**config.mk**
```make
export PLATFORM = sky130hd
export DESIGN_NAME = cpu_alu_flag_sub_swap_ext_xor
export DESIGN_NICKNAME = d
export VERILOG_FILES = /design/src/cpu_alu_pkg.sv /design/src/alu_arith.sv /design/src/alu_logic.sv /design/src/cpu_alu_flag_sub_swap_ext_xor.sv
export VERILOG_INCLUDE_DIRS = /design/src
export SDC_FILE = /design/constraint.sdc
export NUM_CORES = 1
export LEC_CHECK = 0
export ABC_AREA = 1
export BUFFER_PORTS_ARGS = -buffer_cell sky130_fd_sc_hd__buf_2
export CAP_MARGIN = 20
export CORE_UTILIZATION = 50
export CTS_BUF_LIST = sky130_fd_sc_hd__clkbuf_4 sky130_fd_sc_hd__clkbuf_8
export DETAILED_ROUTE_END_ITERATION = 7
export PLACE_DENSITY = 0.67
export SYNTH_ARGS = -nofsm -noshare
export SYNTH_HDL_FRONTEND = slang
export SYNTH_SLANG_ARGS = --single-unit
```
**constraint.sdc**
```tcl
create_clock -name aclk -period 3.7 [get_ports aclk]
set_input_delay 0 -clock aclk [delete_from_list [all_inputs] [get_ports aclk]]
set_output_delay 0 -clock aclk [all_outputs]
set_load 0.005 [all_outputs]
```
**src/cpu_alu_defines.svh**
```systemverilog
// register offsets, field positions and bus codes of the alu slice
`ifndef CPU_ALU_DEFINES_SVH
`define CPU_ALU_DEFINES_SVH

`define ALU_CTRL_OFFSET 8'h00
`define ALU_SRC_OFFSET 8'h04
`define ALU_DST_OFFSET 8'h08
`define ALU_SR_OFFSET 8'h0c

`define CTRL_OP_LSB 0
`define CTRL_OP_MSB 3
`define CTRL_BYTE_BIT 4
`define CTRL_REG_BIT 5

`define SR_C_BIT 0
`define SR_Z_BIT 1
`define SR_N_BIT 2
`define SR_GIE_BIT 3
`define SR_PROCESSOR_OFF_BIT_BIT 4
`define SR_OSCILLATOR_OFF_BIT_BIT 5
`define SR_V_BIT 8

`define SR_RESET 16'h0000
`define SRC_RESET 20'h00000
`define DST_RESET 20'h00000
`define CTRL_RESET 6'h00

`define RESP_OKAY 2'b00
`define RESP_SLVERR 2'b10

`endif

```
**src/cpu_alu_pkg.sv**
```systemverilog
// types and shared helpers of the alu slice
package cpu_alu_pkg;

	typedef enum logic [3:0] {
		op_none,
		set_carry_op,
		set_negative_op,
		set_zero_op,
		subtract_op,
		subtract_with_carry_op,
		byte_swap_op,
		sign_extend_op,
		test_against_zero_op,
		xor_op
	} op_t;

	typedef struct packed {
		logic v;
		logic n;
		logic z;
		logic c;
	} flags_t;

	typedef struct packed {
		op_t op;
		logic byte_form;
		logic reg_mode;
	} alu_req_t;

	typedef struct packed {
		logic [19:0] data;
		logic write;
		flags_t flags;
	} alu_res_t;

	// places a word or byte result into the 20-bit destination
	function automatic logic [19:0] write_back(input logic [19:0] dst, input logic [15:0] r,
		input logic byte_form, input logic reg_mode);
		if (reg_mode) begin
			write_back = byte_form ? {12'h000, r[7:0]} : {4'h0, r};
		end else begin
			write_back = byte_form ? {dst[19:8], r[7:0]} : {dst[19:16], r};
		end
	endfunction : write_back

	function automatic logic sign_of(input logic [15:0] r, input logic byte_form);
		sign_of = byte_form ? r[7] : r[15];
	endfunction : sign_of

	function automatic logic is_zero(input logic [15:0] r, input logic byte_form);
		is_zero = byte_form ? (r[7:0] == 8'h00) : (r == 16'h0000);
	endfunction : is_zero

endpackage : cpu_alu_pkg

```
**src/alu_arith.sv**
```systemverilog
// subtract, subtract with carry and test against zero
`timescale 1ns/1ps
module alu_arith import cpu_alu_pkg::*; (
	input wire alu_req_t req,
	input wire logic [19:0] src,
	input wire logic [19:0] dst,
	input wire flags_t flags_in,
	output alu_res_t res
);
	logic [15:0] a;
	logic [15:0] b;
	logic cin;
	logic [16:0] sum;
	logic carry;
	logic sa;
	logic da;
	logic ra;
	logic is_test;

	always_comb begin
		is_test = (req.op == test_against_zero_op);
		a = dst[15:0];
		// test adds all ones plus one, i.e. a zero source
		b = is_test ? 16'hffff : ~src[15:0];
		cin = (req.op == subtract_with_carry_op) ? flags_in.c : 1'b1;
		if (req.byte_form) begin
			sum = {9'h000, a[7:0]} + {9'h000, b[7:0]} + {16'h0000, cin};
			carry = sum[8];
		end else begin
			sum = {1'b0, a} + {1'b0, b} + {16'h0000, cin};
			carry = sum[16];
		end
		sa = is_test ? 1'b0 : sign_of(src[15:0], req.byte_form);
		da = sign_of(a, req.byte_form);
		ra = sign_of(sum[15:0], req.byte_form);
		res.flags.n = ra;
		res.flags.z = is_zero(sum[15:0], req.byte_form);
		res.flags.c = carry;
		res.flags.v = (sa & ~da & ra) | (~sa & da & ~ra);
		res.write = ~is_test;
		res.data = write_back(dst, sum[15:0], req.byte_form, req.reg_mode);
	end

endmodule : alu_arith

```
**src/alu_logic.sv**
```systemverilog
// flag set operations, byte swap, sign extension and exclusive or
`timescale 1ns/1ps
module alu_logic import cpu_alu_pkg::*; (
	input wire alu_req_t req,
	input wire logic [19:0] src,
	input wire logic [19:0] dst,
	input wire flags_t flags_in,
	output alu_res_t res
);
	logic [15:0] r;
	logic byte_f;

	always_comb begin
		res.flags = flags_in;
		res.write = 1'b0;
		res.data = dst;
		byte_f = req.byte_form;
		r = 16'h0000;
		case (req.op)
			set_carry_op: begin
				res.flags.c = 1'b1;
			end
			set_negative_op: begin
				res.flags.n = 1'b1;
			end
			set_zero_op: begin
				res.flags.z = 1'b1;
			end
			byte_swap_op: begin
				r = {dst[7:0], dst[15:8]};
				res.write = 1'b1;
				// register form clears bits 19:16
				res.data = write_back(dst, r, 1'b0, req.reg_mode);
			end
			sign_extend_op: begin
				r = {{8{dst[7]}}, dst[7:0]};
				res.write = 1'b1;
				if (req.reg_mode) begin
					res.data = {{12{dst[7]}}, dst[7:0]};
				end else begin
					res.data = {dst[19:16], r};
				end
				res.flags.n = r[15];
				res.flags.z = (r == 16'h0000);
				res.flags.c = (r != 16'h0000);
				res.flags.v = 1'b0;
			end
			xor_op: begin
				r = src[15:0] ^ dst[15:0];
				res.write = 1'b1;
				res.data = write_back(dst, r, byte_f, req.reg_mode);
				res.flags.n = sign_of(r, byte_f);
				res.flags.z = is_zero(r, byte_f);
				res.flags.c = ~is_zero(r, byte_f);
				res.flags.v = sign_of(src[15:0], byte_f) & sign_of(dst[15:0], byte_f);
			end
			default: begin
				res.flags = flags_in;
			end
		endcase
	end

endmodule : alu_logic

```
**src/cpu_alu_flag_sub_swap_ext_xor.sv**
```systemverilog
// alu slice with its axi4-lite register slave
//
// The register offsets and the AXI4-Lite interface to the registers were left to the implementer.
`timescale 1ns/1ps
`include "cpu_alu_defines.svh"

// Operation
// - set carry forces C, other flags untouched
// - set negative forces N, other flags untouched
// - set zero forces Z, other flags untouched
// - subtract writes dst plus inverted src plus one; src unchanged
// - subtract sets N on negative, Z on equal, C on carry out
// - subtract forms set V on signed overflow, else clear
// - subtract with carry adds inverted src plus current carry
// - subtract with carry sets N, Z, C from its result
// - byte swap exchanges low and high byte, flags untouched
// - register byte swap clears bits 19 to 16
// - register sign extension copies bit 7 into bits 19 to 8
// - memory sign extension copies bit 7 into high byte only
// - sign extension sets N, Z, C as not Z, clears V
// - exclusive or writes src xor dst; src unchanged
// - xor sets N, Z, C as not Z, V when both negative
// - subtract, subtract with carry, test and xor have byte forms
// - mode bits of the status register are never changed by an operation, only by a software write
module cpu_alu_flag_sub_swap_ext_xor import cpu_alu_pkg::*; (
	input wire logic aclk,
	input wire logic aresetn,
	input wire logic [7:0] s_axil_awaddr,
	input wire logic s_axil_awvalid,
	output logic s_axil_awready,
	input wire logic [31:0] s_axil_wdata,
	input wire logic [3:0] s_axil_wstrb,
	input wire logic s_axil_wvalid,
	output logic s_axil_wready,
	output logic [1:0] s_axil_bresp,
	output logic s_axil_bvalid,
	input wire logic s_axil_bready,
	input wire logic [7:0] s_axil_araddr,
	input wire logic s_axil_arvalid,
	output logic s_axil_arready,
	output logic [31:0] s_axil_rdata,
	output logic [1:0] s_axil_rresp,
	output logic s_axil_rvalid,
	input wire logic s_axil_rready
);
	logic [7:0] aw_addr;
	logic aw_held;
	logic [31:0] w_data;
	logic [3:0] w_strb;
	logic w_held;
	logic do_write;
	logic addr_ok;
	logic [5:0] ctrl;
	logic [19:0] src;
	logic [19:0] dst;
	logic [15:0] status_register;
	logic exec;
	alu_req_t req;
	flags_t flags_now;
	alu_res_t arith_res;
	alu_res_t logic_res;
	alu_res_t sel_res;
	logic [15:0] next_sr;
	logic [31:0] next_rdata;
	logic [1:0] next_rresp;
	logic [31:0] ctrl_wr;
	logic [31:0] src_wr;
	logic [31:0] dst_wr;
	logic [31:0] sr_wr;

	// merges write data into an old value by byte lane
	function automatic logic [31:0] merge(input logic [31:0] old, input logic [31:0] nw,
		input logic [3:0] strb);
		logic [31:0] m;
		m = old;
		for (int i = 0; i < 4; i++) begin
			if (strb[i]) begin
				m[i*8 +: 8] = nw[i*8 +: 8];
			end
		end
		merge = m;
	endfunction : merge

	function automatic logic mapped(input logic [7:0] addr);
		mapped = (addr == `ALU_CTRL_OFFSET) || (addr == `ALU_SRC_OFFSET) ||
			(addr == `ALU_DST_OFFSET) || (addr == `ALU_SR_OFFSET);
	endfunction : mapped

	// old value of each register merged with the held write word
	assign ctrl_wr = merge({26'h0000000, ctrl}, w_data, w_strb);
	assign src_wr = merge({12'h000, src}, w_data, w_strb);
	assign dst_wr = merge({12'h000, dst}, w_data, w_strb);
	assign sr_wr = merge({16'h0000, status_register}, w_data, w_strb);

	// write address and data are taken in either order
	assign s_axil_awready = ~aw_held & ~s_axil_bvalid;
	assign s_axil_wready = ~w_held & ~s_axil_bvalid;
	assign do_write = aw_held & w_held & ~s_axil_bvalid;
	assign addr_ok = mapped(aw_addr);
	assign s_axil_arready = ~s_axil_rvalid;

	always_ff @(posedge aclk) begin
		if (!aresetn) begin
			aw_held <= 1'b0;
			aw_addr <= 8'h00;
		end else if (s_axil_awvalid && s_axil_awready) begin
			aw_held <= 1'b1;
			aw_addr <= {s_axil_awaddr[7:2], 2'b00};
		end else if (do_write) begin
			aw_held <= 1'b0;
		end
	end

	always_ff @(posedge aclk) begin
		if (!aresetn) begin
			w_held <= 1'b0;
			w_data <= 32'h00000000;
			w_strb <= 4'h0;
		end else if (s_axil_wvalid && s_axil_wready) begin
			w_held <= 1'b1;
			w_data <= s_axil_wdata;
			w_strb <= s_axil_wstrb;
		end else if (do_write) begin
			w_held <= 1'b0;
		end
	end

	// write response
	always_ff @(posedge aclk) begin
		if (!aresetn) begin
			s_axil_bvalid <= 1'b0;
			s_axil_bresp <= `RESP_OKAY;
		end else if (do_write) begin
			s_axil_bvalid <= 1'b1;
			s_axil_bresp <= addr_ok ? `RESP_OKAY : `RESP_SLVERR;
		end else if (s_axil_bready) begin
			s_axil_bvalid <= 1'b0;
		end
	end

	// a write to the control register with byte lane 0 strobed launches one operation
	always_ff @(posedge aclk) begin
		if (!aresetn) begin
			ctrl <= `CTRL_RESET;
			exec <= 1'b0;
		end else begin
			exec <= do_write && (aw_addr == `ALU_CTRL_OFFSET) && w_strb[0];
			if (do_write && aw_addr == `ALU_CTRL_OFFSET) begin
				ctrl <= ctrl_wr[5:0];
			end
		end
	end

	always_ff @(posedge aclk) begin
		if (!aresetn) begin
			src <= `SRC_RESET;
		end else if (do_write && aw_addr == `ALU_SRC_OFFSET) begin
			src <= src_wr[19:0];
		end
	end

	always_comb begin
		req.op = op_t'(ctrl[`CTRL_OP_MSB:`CTRL_OP_LSB]);
		req.byte_form = ctrl[`CTRL_BYTE_BIT];
		req.reg_mode = ctrl[`CTRL_REG_BIT];
		flags_now.c = status_register[`SR_C_BIT];
		flags_now.z = status_register[`SR_Z_BIT];
		flags_now.n = status_register[`SR_N_BIT];
		flags_now.v = status_register[`SR_V_BIT];
	end

	alu_arith u_arith (
		.req(req),
		.src(src),
		.dst(dst),
		.flags_in(flags_now),
		.res(arith_res)
	);

	alu_logic u_logic (
		.req(req),
		.src(src),
		.dst(dst),
		.flags_in(flags_now),
		.res(logic_res)
	);

	always_comb begin
		case (req.op)
			subtract_op, subtract_with_carry_op, test_against_zero_op: begin
				sel_res = arith_res;
			end
			default: begin
				sel_res = logic_res;
			end
		endcase
		// only the four flags move; mode bits stay as they are
		next_sr = status_register;
		next_sr[`SR_C_BIT] = sel_res.flags.c;
		next_sr[`SR_Z_BIT] = sel_res.flags.z;
		next_sr[`SR_N_BIT] = sel_res.flags.n;
		next_sr[`SR_V_BIT] = sel_res.flags.v;
	end

	// destination: software write or operation result; src never written here
	always_ff @(posedge aclk) begin
		if (!aresetn) begin
			dst <= `DST_RESET;
		end else if (exec && sel_res.write) begin
			dst <= sel_res.data;
		end else if (do_write && aw_addr == `ALU_DST_OFFSET) begin
			dst <= dst_wr[19:0];
		end
	end

	always_ff @(posedge aclk) begin
		if (!aresetn) begin
			status_register <= `SR_RESET;
		end else if (exec) begin
			status_register <= next_sr;
		end else if (do_write && aw_addr == `ALU_SR_OFFSET) begin
			status_register <= sr_wr[15:0];
		end
	end

	// read path
	always_comb begin
		next_rresp = `RESP_OKAY;
		case ({s_axil_araddr[7:2], 2'b00})
			`ALU_CTRL_OFFSET: begin
				next_rdata = {26'h0000000, ctrl};
			end
			`ALU_SRC_OFFSET: begin
				next_rdata = {12'h000, src};
			end
			`ALU_DST_OFFSET: begin
				next_rdata = {12'h000, dst};
			end
			`ALU_SR_OFFSET: begin
				next_rdata = {16'h0000, status_register};
			end
			default: begin
				next_rdata = 32'h00000000;
				next_rresp = `RESP_SLVERR;
			end
		endcase
	end

	always_ff @(posedge aclk) begin
		if (!aresetn) begin
			s_axil_rvalid <= 1'b0;
			s_axil_rdata <= 32'h00000000;
			s_axil_rresp <= `RESP_OKAY;
		end else if (s_axil_arvalid && s_axil_arready) begin
			s_axil_rvalid <= 1'b1;
			s_axil_rdata <= next_rdata;
			s_axil_rresp <= next_rresp;
		end else if (s_axil_rready) begin
			s_axil_rvalid <= 1'b0;
		end
	end

endmodule : cpu_alu_flag_sub_swap_ext_xor

```
Word-level counts from Yosys, hierarchy flattened
Cells that the tools add are included.

storage, ports and cells
  register bits = 132
  bits of input ports = 59
  output and inout port bits = 41
  word-level logic and storage cells = 168

operators by class
  add/sub/neg operators = 4
  equality and inequality tests = 28
  mux-type cells = 44
  bitwise operators = 22
  reduce and logical (&&, ||, !) cells = 46

operators by type and width
  kind                  number
  $mux W20              6
  $mux W16              6
  $pmux W20 S4          1
  $pmux W21 S3          1
  $logic_not A16 Y1     3
  $mux W25              1
  $eq A6 B2 Y1 const B  4
  $logic_not A8 Y1      3
  $mux W8               3
  $reduce_bool A2 Y1    11
  $ne A5 B1 Y1 const B  4
  $mux W9               2
  $reduce_and A3 Y1     6
  $add A16 B16 Y17      1
  $add A17 B1 Y17       1
  $mux W1               17
  $add A16 B1 Y16       1
  $eq A4 B3 Y1 const B  4
  $not A16 Y16          1
  $reduce_bool A16 Y1   1
  $xor A16 B16 Y16      1
  $ne A3 B3 Y1 const B  5
  $eq A6 B1 Y1 const B  2
  $not A1 Y1            10
  other kinds (21)      49

Longest topological paths before layout
Gate-level depths: netlist of the first run.

  word-level depth = 13
  depth in mapped cells = 23
  mapped depth without buffers = 23

By module
From an unflattened synthesis of the first run, not the netlist that was laid out.

second synthesis, totals
  cell total of the unflattened synthesis = 1338
  area, all modules = 8237.9 sq um

modules (own cells, without submodules)
  module                         times used  cells each  area an instance (sq um)  seq. area each (sq um)
  cpu_alu_flag_sub_swap_ext_xor  1           864         5818.1                    2362.3
  alu_arith                      1           270         1357.6                    0.0
  alu_logic                      1           204         1062.3                    0.0

Worst setup path after synthesis of the first run
No wires, ideal clock.

  path kind = register to register
  start = reg ctrl[3]
  end = reg status_register[1]
  library setup time = 119 ps
  arrival time = 2755 ps
  required time = 3581 ps
  slack = 826 ps
  cell stages (with the launch flop) = 21
  buffers on the path = 0
  period minus slack after synthesis = 2874 ps
  cells stage by stage = dfxtp_1 inv_1 nor2_1 nand3_2 inv_1 nor2_1 inv_1 ha_1 fa_1 ha_1 inv_1 nor2_1 nand3_1 nor2_1 nand3_1 o21ai_0 nand3_1 nand3_1 nand2_1 nand2_1 a21oi_1

on the way
  longest elaborated chain between the ends = 9
  elaborated cells between the ends (all ways) = 22
  classes of those cells = add/sub (4); eq/ne (7); mux (7); reduce/logical (4)

RTL lines
  what                                                          RTL line                                               RTL
  from (decl)                                                   cpu_alu_flag_sub_swap_ext_xor.sv:53                    logic [5:0] ctrl;
  from (signal assigned)                                        cpu_alu_flag_sub_swap_ext_xor.sv:144                   ctrl <= `CTRL_RESET;
  from (signal assigned)                                        cpu_alu_flag_sub_swap_ext_xor.sv:149                   ctrl <= ctrl_wr[5:0];
  $eq A4 B4 Y1                                                  alu_arith.sv:21, cpu_alu_flag_sub_swap_ext_xor.sv:189
  $mux W16                                                      alu_arith.sv:24                                        b = is_test ? 16'hffff : ~src[15:0];
  $add A16 B16 Y17 / $add A8 B8 Y9 (equally long branches)      alu_arith.sv:30, alu_arith.sv:27
  $add A17 B1 Y17 / $add A16 B1 Y16 (equally long branches)     alu_arith.sv:30, alu_arith.sv:27
  $mux W16                                                      alu_arith.sv:26                                        if (req.byte_form) begin
  $logic_not A16 Y1 / $logic_not A8 Y1 (equally long branches)  cpu_alu_pkg.sv:51                                      is_zero = byte_form ? (r[7:0] == 8'h00) : (r == 16'h0000);
  $mux W1                                                       cpu_alu_pkg.sv:51
  $mux W25                                                      cpu_alu_flag_sub_swap_ext_xor.sv:189                   case (req.op)
  $mux W9                                                       cpu_alu_flag_sub_swap_ext_xor.sv:219                   end else if (exec) begin
  to (signal assigned)                                          cpu_alu_flag_sub_swap_ext_xor.sv:218                   status_register <= `SR_RESET;
  to (signal assigned)                                          cpu_alu_flag_sub_swap_ext_xor.sv:220                   status_register <= next_sr;
  to (signal assigned)                                          cpu_alu_flag_sub_swap_ext_xor.sv:222                   status_register <= sr_wr[15:0];
  to (decl)                                                     cpu_alu_flag_sub_swap_ext_xor.sv:56                    logic [15:0] status_register;

Parallel ways exist; a longest one is shown, timed or not.
A chain may end at the register's enable or synchronous reset.

Worst setup path after layout of the first run
  start = reg ctrl[2]
  end = reg status_register[1]

The elaborated chain is that of the path after synthesis.

==> summary.txt, run 1 <==
mux share of post-synthesis cell area: 0.1393%
die area: 14860 um2
maxcap violations: 0
R2R depth: 17
Synth Instances: 1079
Synth top area share: 32.87%
RR Startpoint: ctrl[2]
crit path capture type: register
die span in y: 121.9 um
synth unique cells: 47
Post-Synth Simple-Gate Area: 24.90%
Slew @ Worst Pin: 0.7987 ns
CTS buffer count: 17
Synth Area in Adders: 4.318%
die span in x: 121.9 um
total power: 0.002900 W
Total Wirelength: 22.51 mm
Hold WC Path Type: in -> reg
CP Data Required Time: 4.09 ns
main area contributors after synthesis: dfxtp_1, nand2_1, o21ai_0
H-tree levels: 4
largest net degree at the start of global routing: 85
Cells on Worst Hold Path: 5
most numerous cell in the Yosys netlist: nand2_1
GR Util All Layers: 31.25%
Clk Latency, worst-skew pair: 0.45 ns
HP Start: s_axil_araddr[4]
final hold vios: 0
vias in the first global route: 6945
FF+latch count, synth: 118
outcome: complete, no violations
reg2reg setup slack: 0.37 ns
port buffer count: 68
global-route wire length before repair: 35.40 mm
Placeable Area: 13930 um2
sequential area share after synthesis: 32.87%
top_reg_cell synth: dfxtp_1
hold endpoint: s_axil_rresp[1]
xor/xnor share of the synthesized area: 2.681%
top post-synthesis cells by count: nand2_1, inv_1, o21ai_0
buffers inserted by post-CTS timing repair: 0
CTS sink count: 118
Period minus WS final: 3.328 ns
Layout area overhead: 16.63%
Ys Warns: 0
crit path DAT: 3.72 ns
dpl hpwl: 16.43 mm
post-synthesis compound-gate area fraction: 23.80%
TritonCTS clock tree: built
Max Slew Vio Count: 0
nets: 1255
share of cells above drive strength 1: 11.81%
DR vias: 7534
worst-path fanout max: 5
buffer depth of the longest clock path: 2
Pwr per Cell Area: 346.0 nW/um2
final setup TNS: 0 ns
I/O pins: 100
Final setup viols: 0
Final period util: 89.96%
first-pass iteration count of the detailed router: 7
gpl congestion: 0.9678
remaining antenna violation count: 0
per-cell routed wire length: 16.49 um
Max VDD drop: 309.7 uV
critical path class: reg -> reg
Worst slew margin: 46.19%
root buffer cell: clkbuf_8
asr flop ratio synth: 0%
initial antenna violation count: 0
Synth Area per Inst: 6.661 um2
starting density of the core: 51.58%
DRC Markers: 0
DR iter-0 viols: 705
number of flops mapped to enable cells by yosys: 0
Leakage: 3.681 nW
clock transition at the registers of the reported paths: 0.07 ns
cell taking the most area after synthesis: dfxtp_1
ant diodes: 0
CP Launch Type: register
Std-Cell Rows: 43
unrepaired setup endpoints after global routing: no
Cell Area, Synth: 7187 um2
reg2reg end: status_register[1]
total grt overflow: 0
largest family of logic cells by synthesized area: simple AND/OR/NAND/NOR gates
vias per cell: 5.519
Max Clock Freq: 0.3004 GHz
final clock skew: 0.01227 ns
==> power by group <==
| part | switching (W) | leakage (nW) | internal [W] |
|---|---|---|---|
| Clock | 0.000525 | 0.219 | 0.000784 |
| Combinational | 0.000156 | 2.50 | 0.0000974 |
| Sequential | 0.0000301 | 0.958 | 0.00131 |
| Total | 0.000712 | 3.68 | 0.00219 |
==> cell families after synthesis <==
family / Yosys count
simple gates: 422
mux: 1
fa+ha+maj: 23
compound gates: 301
other cells: 1
xor+xnor: 22
flops: 118
buf+inv: 191
==> sequential cells by signal, indices dropped and copies added, names as in the netlist <==
signal           count
w_data              20
w_strb               3
ctrl                 6
s_axil_rdata        20
aw_addr              6
s_axil_bresp         1
s_axil_bvalid        1
aw_held              1
s_axil_rresp         1
src                 20
exec                 1
status_register     16
dst                 20
w_held               1
s_axil_rvalid        1
==> how the worst max path moves through the flow <==
stage	startpoint	endpoint	cells past startpoint
4_1_cts	ctrl[2]	status_register[1]	17
3_3_place_gp	ctrl[2]	status_register[1]	17
3_5_place_dp	ctrl[2]	status_register[1]	17
5_1_grt	ctrl[2]	status_register[1]	17
2_1_floorplan	ctrl[3]	status_register[1]	20
6_report	ctrl[2]	status_register[1]	17
==> final cells by class <==
| class | count | area (um2) |
|---|---|---|
| fill | 1371 | 5553 |
| clock inverter | 9 | 150.1 |
| timing repair buffer | 114 | 768.2 |
| sequential | 118 | 2362 |
| clock buffer | 22 | 284.0 |
| inverter | 139 | 526.8 |
| tap | 180 | 225.2 |
| multi-input combinational | 783 | 4065 |
==> stage by stage <==
step                      worst slack (ns)  std cells  hold slack, ns  instance area, um2  util (%)
after CTS                           0.4478       1364        0.003528                8374     60.10
after floorplan                     0.8256       1092          0.1633                7236         -
after global placement              0.5034       1300          0.2542                7610     54.61
after detailed placement            0.4726       1300          0.2609                7610     54.61
final                               0.3716       1365         0.01224                8382     60.15
after global routing               0.07602       1365         0.02953                8382     60.15
==> layout by cell type (no fill, tap or decap), drive strengths merged, types with 9 or more instances in the layout <==
cell         instances
conb                14
nor2                98
a21oi              113
dlygate4sd3         33
nand4               10
o221ai              13
xnor2                9
clkbuf              22
inv                137
o21ai              131
buf                 81
nand2              236
xor2                13
nand3               56
dfxtp              118
o211ai              16
ha                  20
==> timing repair <==
item	4_1_cts	5_1_grt
gates resized for setup	0	0
hold buffers	33	0
hold endpoints to repair	39	0
==> per-layer routing <==
layer  GRT usage, %  vias up  part of all wire, %
met4          9.645        0                  2.2
met1          42.84     3453                   46
met2          48.76      270                   45
li1               -     3766                    -
met3          6.648       45                  7.0
met5              0        -                    0
==> worst max-delay path, cell delays in order (launching register included) <==
cell	delay, ns
dfxtp_1	0.43
inv_1	0.07
nor2_1	0.18
inv_2	0.11
nor3_1	0.31
fa_1	0.30
inv_1	0.10
fa_1	0.47
nand3_1	0.13
nand2_1	0.13
a21oi_1	0.18
xor2_1	0.22
nand3_1	0.10
nor3_1	0.14
nand3_1	0.10
nand2_1	0.07
nand2_1	0.09
a21oi_1	0.12
(Power assumes the default switching activity.)
==> inputs of run 2 (changes only) <==
Settings changed: CORE_UTILIZATION 50 to 40, PLACE_DENSITY 0.67 to 0.55.
==> run 2 against run 1 <==
Compared with the run above: sequential power about the same; design area about the same; sequential share of layout area about the same; clock skew about the same; largest power group unchanged.
==> summary.txt, run 2 (synthesized netlist as in run 1, its figures left out) <==
outcome: complete, no violations (unchanged)
per-cell routed wire length: 16.79 um (was 16.49 um)
Hold-fix buffers, CTS: 31 (was 33)
Max VDD drop: 239.8 uV (was 309.7 uV)
critical path class: reg -> reg (unchanged)
Layout area overhead: 16.57% (was 16.63%)
CTS buffer count: 17 (unchanged)
ant diodes: 0 (unchanged)
Hold WC Path Type: in -> reg (unchanged)
nets: 1252 (was 1255)
CTS sink count: 118 (unchanged)
H-tree levels: 4 (unchanged)
maxcap violations: 0 (unchanged)
Placeable Area: 17420 um2 (was 13930 um2)
die area: 18510 um2 (was 14860 um2)
Leakage: 3.642 nW (was 3.681 nW)
filler cell count: 1846 (was 1371)
Final period util: 89.98% (was 89.96%)
Clk Latency, worst-skew pair: 0.45 ns (about the same)
Total Wirelength: 23.64 mm (was 22.51 mm)
root buffer cell: clkbuf_8 (unchanged)
DR iter-0 viols: 559 (was 705)
die span in y: 136.0 um (was 121.9 um)
Final setup viols: 0 (unchanged)
Period minus WS final: 3.329 ns (was 3.328 ns)
vias in the first global route: 6819 (was 6945)
Slew @ Worst Pin: 1.016 ns (was 0.7987 ns)
unrepaired setup endpoints after global routing: no (unchanged)
DRC Markers: 0 (unchanged)
buffer depth of the longest clock path: 2 (unchanged)
RR Startpoint: ctrl[2] (unchanged)
Max Slew Vio Count: 0 (unchanged)
Worst slew margin: 31.99% (was 46.19%)
remaining antenna violation count: 0 (unchanged)
CTS resizes: 0 (unchanged)
buffers inserted by post-CTS timing repair: 0 (unchanged)
vias per cell: 5.347 (was 5.519)
final clock skew: 0.01214 ns (was 0.01227 ns)
Max Clock Freq: 0.3004 GHz (about the same)
die span in x: 136.0 um (was 121.9 um)
final hold vios: 0 (unchanged)
most common cell after layout, fill and taps aside: nand2_1 (unchanged)
gpl congestion: 0.9226 (was 0.9678)
crit path capture type: register (unchanged)
HP Start: s_axil_araddr[4] (unchanged)
share of cells above drive strength 1: 11.92% (was 11.81%)
initial antenna violation count: 0 (unchanged)
CP Data Required Time: 4.08 ns (was 4.09 ns)
worst-path fanout max: 5 (unchanged)
most frequent cells in the layout: nand2_1, inv_1, o21ai_0 (unchanged)
DR vias: 7528 (was 7534)
port buffer count: 68 (unchanged)
CP Launch Type: register (unchanged)
Final WS setup: 0.3706 ns (was 0.3716 ns)
clock transition at the registers of the reported paths: 0.08 ns (was 0.07 ns)
first-pass iteration count of the detailed router: 5 (was 7)
total grt overflow: 0 (unchanged)
largest net degree at the start of global routing: 85 (unchanged)
crit path DAT: 3.71 ns (was 3.72 ns)
global-route wire length before repair: 36.75 mm (was 35.40 mm)
I/O pins: 100 (unchanged)
final setup TNS: 0 ns (unchanged)
first element of the critical path: ctrl[2] (unchanged)
TritonCTS clock tree: built (unchanged)
dpl hpwl: 17.53 mm (was 16.43 mm)
post-place setup slack: 0.4291 ns (was 0.4726 ns)
starting density of the core: 41.26% (was 51.58%)
Pwr per Cell Area: 331.9 nW/um2 (was 346.0 nW/um2)
Std-Cell Rows: 48 (was 43)
GR Util All Layers: 26.00% (was 31.25%)
-- run 2: changes by cell type in the layout (fill, tap and decap cells not counted), moves of 2 or more --
| cell | before | now |
|---|---|---|
| buf_4 | 13 | 11 |
| bufinv_16 | 4 | 2 |
| clkbuf_8 | 19 | 17 |
| clkinv_4 | 0 | 5 |
| dlygate4sd3_1 | 33 | 31 |
-- run 2: final timing paths --
path / endpoint / slack (ns) / depth (start not counted)
setup reg to reg: status_register[1] / 0.37 / 17
hold / removal: s_axil_rresp[1] / 0.02 / 5
setup / recovery: status_register[1] / 0.37 / 17
hold reg to reg: status_register[14] / 0.45 / 2
-- run 2: metrics by stage --
step                      power, W  util, %  cell area (um2)  hold WS (ns)  std cells
after floorplan           0.001514        -             7236        0.1633       1092
after global placement    0.001588    44.01             7665        0.2494       1344
after detailed placement  0.001589    44.01             7665        0.2549       1344
after CTS                 0.002800    48.06             8371      0.006678       1407
after global routing      0.002891    48.10             8378       0.04610       1408
final                     0.002780    48.10             8378       0.02146       1408
-- run 2: final cells by class --
cell class / instances / area, um2 / area share, %
timing repair buffer: 111 / 740.7 / 8.841
clock buffer: 18 / 241.5 / 2.882
clock inverter: 14 / 153.9 / 1.837
sequential: 118 / 2362 / 28.20
tap: 225 / 281.5 / 3.360
inverter: 139 / 526.8 / 6.287
multi-input combinational: 783 / 4071 / 48.60
-- run 2: where the power goes --
part	internal (W)	total [W]	switching (W)	leakage, nW
sequential	0.00131	0.00133	0.0000283	0.958
clock	0.000612	0.00120	0.000584	0.198
combinational	0.0000964	0.000251	0.000154	2.49
-- run 2: critical path, stage by stage (launching register included) --
cell,delay [ns]
dfxtp_1,0.43
inv_1,0.08
nor2_1,0.19
inv_2,0.12
nor3_1,0.32
fa_1,0.32
inv_1,0.10
fa_1,0.46
nand3_1,0.12
nand2_1,0.12
a21oi_1,0.18
xor2_1,0.23
nand3_1,0.10
nor3_1,0.13
nand3_1,0.09
nand2_1,0.07
nand2_1,0.08
a21oi_1,0.12
-- run 2: layer usage --
layer	part of all wire, %	vias up	global-route usage, %
met4	1.7	0	7.037
met3	4.9	35	3.990
met5	0	-	0
li1	-	3756	-
met1	48	3523	35.86
met2	46	214	41.82
==> inputs of run 3 (changes only) <==
--- a/config.mk
+++ b/config.mk
@@ -10,8 +10,9 @@
 export BUFFER_PORTS_ARGS = -buffer_cell sky130_fd_sc_hd__buf_2
 export CAP_MARGIN = 20
-export CORE_UTILIZATION = 40
+export CORE_UTILIZATION = 60
 export CTS_BUF_LIST = sky130_fd_sc_hd__clkbuf_4 sky130_fd_sc_hd__clkbuf_8
 export DETAILED_ROUTE_END_ITERATION = 7
-export PLACE_DENSITY = 0.55
+export PLACE_DENSITY = 0.79
+export SKIP_CTS_REPAIR_TIMING = 1
 export SYNTH_ARGS = -nofsm -noshare
 export SYNTH_HDL_FRONTEND = slang
==> constraint.sdc (replaced) <==
create_clock -name aclk -period 3.7 [get_ports aclk]
set_input_delay 0 -clock aclk [delete_from_list [all_inputs] [get_ports aclk]]
set_output_delay 0 -clock aclk [all_outputs]
set_load 0.02 [all_outputs]
==> run 3 against run 2 <==
Compared with the run above: the run now ends with design-rule violations, negative hold slack left; total power rose by 8.0%; sequential share of layout area grew 0.055 points; die area shrank 33%; critical endpoint unchanged.
==> summary.txt, run 3 (synthesized netlist as in run 1, its figures left out) <==
Slew @ Worst Pin: 0.9795 ns (was 1.016 ns)
DRC Markers: 5 (was 0)
CTS sink count: 118 (unchanged)
final setup TNS: 0 ns (unchanged)
placed cells: 1260 (was 1344)
DR top layer: met4 (unchanged)
TritonCTS clock tree: built (unchanged)
reg2reg setup slack: 0.42 ns (was 0.37 ns)
CP Data Required Time: 4.10 ns (was 4.08 ns)
met2 WL: 10.07 mm (was 10.81 mm)
Worst Path Buf+Inv: 3 (unchanged)
share of cells above drive strength 1: 11.69% (was 11.92%)
Clk Latency, worst-skew pair: 0.46 ns (was 0.45 ns)
Top Family by Delay on Critical Path: simple AND/OR/NAND/NOR gates (unchanged)
hold endpoint: s_axil_bvalid (was s_axil_rresp[1])
Placeable Area: 11560 um2 (was 17420 um2)
Max Clock Freq: 0.3049 GHz (was 0.3004 GHz)
reg2reg end: status_register[1] (unchanged)
critical path class: reg -> reg (unchanged)
Leakage: 3.672 nW (was 3.642 nW)
gpl congestion: 0.9840 (was 0.9226)
buffer depth of the longest clock path: 2 (unchanged)
per-cell routed wire length: 16.74 um (was 16.79 um)
Pwr per Cell Area: 359.0 nW/um2 (was 331.9 nW/um2)
crit-path cells: inv_1, nor2_1, inv_2, nor3_1, fa_1, inv_1, fa_1, nand3_1, nand2_1, nand3_1, nand4_1, nand3_1, nand2_1, nor3_1, nand3_1, nand2_1, nand2_1, a21oi_1 (was inv_1, nor2_1, inv_2, nor3_1, fa_1, inv_1, fa_1, nand3_1, nand2_1, a21oi_1, xor2_1, nand3_1, nor3_1, nand3_1, nand2_1, nand2_1, a21oi_1)
DR vias: 7766 (was 7528)
final hold vios: 4 (was 0)
Total Wirelength: 22.16 mm (was 23.64 mm)
die span in y: 111.4 um (was 136.0 um)
dpl hpwl: 15.70 mm (was 17.53 mm)
Hold WC Path Type: in -> reg (unchanged)
starting density of the core: 62.14% (was 41.26%)
Max VDD drop: 352.0 uV (was 239.8 uV)
crit path capture type: register (unchanged)
Max Slew Vio Count: 0 (unchanged)
die area: 12420 um2 (was 18510 um2)
WHS: -0.01345 ns (was 0.02146 ns)
largest net degree at the start of global routing: 85 (unchanged)
die span in x: 111.4 um (was 136.0 um)
RR Startpoint: ctrl[2] (unchanged)
most frequent cells in the layout: nand2_1, inv_1, o21ai_0 (unchanged)
unrepaired setup endpoints after global routing: no (unchanged)
Std-Cell Rows: 39 (was 48)
crit path DAT: 3.68 ns (was 3.71 ns)
DR iter-0 viols: 835 (was 559)
initial antenna violation count: 0 (unchanged)
Final period util: 88.64% (was 89.98%)
R2R depth: 18 (was 17)
remaining antenna violation count: 0 (unchanged)
slowest stage delay, CP: 0.49 ns (was 0.46 ns)
root buffer cell: clkbuf_8 (unchanged)
violated checks: design-rule violations, negative hold slack
most common cell after layout, fill and taps aside: nand2_1 (unchanged)
vias in the first global route: 6771 (was 6819)
port buffer count: 68 (unchanged)
total grt overflow: 0 (unchanged)
clock transition at the registers of the reported paths: 0.08 ns (about the same)
HP Start: aresetn (was s_axil_araddr[4])
Period minus WS final: 3.280 ns (was 3.329 ns)
I/O pins: 100 (unchanged)
final clock skew: 0.01159 ns (was 0.01214 ns)
global-route wire length before repair: 34.06 mm (was 36.75 mm)
CTS buffer count: 17 (unchanged)
first-pass iteration count of the detailed router: 8 (was 5)
CP Launch Type: register (unchanged)
nets: 1250 (was 1252)
Met3 Wirelength: 2.106 mm (was 1.164 mm)
worst-path fanout max: 5 (unchanged)
vias per cell: 5.866 (was 5.347)
maxcap violations: 0 (unchanged)
critical path's slowest cell: fa_1 (unchanged)
H-tree levels: 4 (unchanged)
non-filler instance count after layout: 1324 (was 1408)
Cells on Worst Hold Path: 3 (was 5)
wire length on met1: 9.301 mm (was 11.27 mm)
ant diodes: 0 (unchanged)
GR Util All Layers: 35.22% (was 26.00%)
outcome: complete, but fails checks (was complete, no violations)
Worst slew margin: 34.21% (was 31.99%)
Layout area overhead: 16.35% (was 16.57%)
Final setup viols: 0 (unchanged)
-- run 3: worst register-to-register path, cell delays in order, from the launching register on --
cell     delay, ns
dfxtp_1       0.44
inv_1         0.09
nor2_1        0.18
inv_2         0.12
nor3_1        0.27
fa_1          0.30
inv_1         0.12
fa_1          0.49
nand3_1       0.13
nand2_1       0.12
nand3_1       0.15
nand4_1       0.10
nand3_1       0.11
nand2_1       0.08
nor3_1        0.18
nand3_1       0.09
nand2_1       0.07
nand2_1       0.08
a21oi_1       0.12
-- run 3: report_power, final --
part           switching, W  leakage [nW]  internal [W]
sequential        0.0000301         0.958       0.00131
clock              0.000541         0.227      0.000853
combinational      0.000172          2.49     0.0000986
-- run 3: how the worst max path moves through the flow --
stage	slack [ns]	to	from	depth (start not counted)
6_report	0.42	status_register[1]	ctrl[2]	18
3_5_place_dp	0.50	status_register[8]	ctrl[1]	21
5_1_grt	0.05	status_register[8]	ctrl[3]	22
3_3_place_gp	0.54	status_register[1]	ctrl[2]	17
2_1_floorplan	0.83	status_register[1]	ctrl[3]	20
4_1_cts	0.44	status_register[8]	ctrl[1]	21
-- run 3: routing by layer --
layer | track usage, % | vias to the layer above
li1 | - | 3747
met1 | 46.64 | 3551
met2 | 55.21 | 402
met3 | 8.873 | 66
met4 | 13.51 | 0
met5 | 0 | -
-- run 3: cell type report --
cell class / count / area [um2]
multi-input cells: 783 / 4074
inverters: 139 / 526.8
fillers: 967 / 3203
well taps: 143 / 178.9
repair buffers: 109 / 745.7
flip-flops and latches: 118 / 2362
clock buffers: 20 / 275.3
clock inverters: 12 / 198.9
-- run 3: metrics by stage --
stage	area [um2]	setup WS (ns)	hold WS [ns]	utilization, %	power, W
3_5_place_dp	7550	0.5000	0.2555	65.28	0.001599
2_1_floorplan	7236	0.8256	0.1633	-	0.001531
5_1_grt	8362	0.05271	-0.003023	72.30	0.003082
3_3_place_gp	7550	0.5358	0.2549	65.28	0.001595
6_report	8362	0.4204	-0.01345	72.30	0.003002
4_1_cts	8024	0.4354	-0.2290	69.38	0.002973
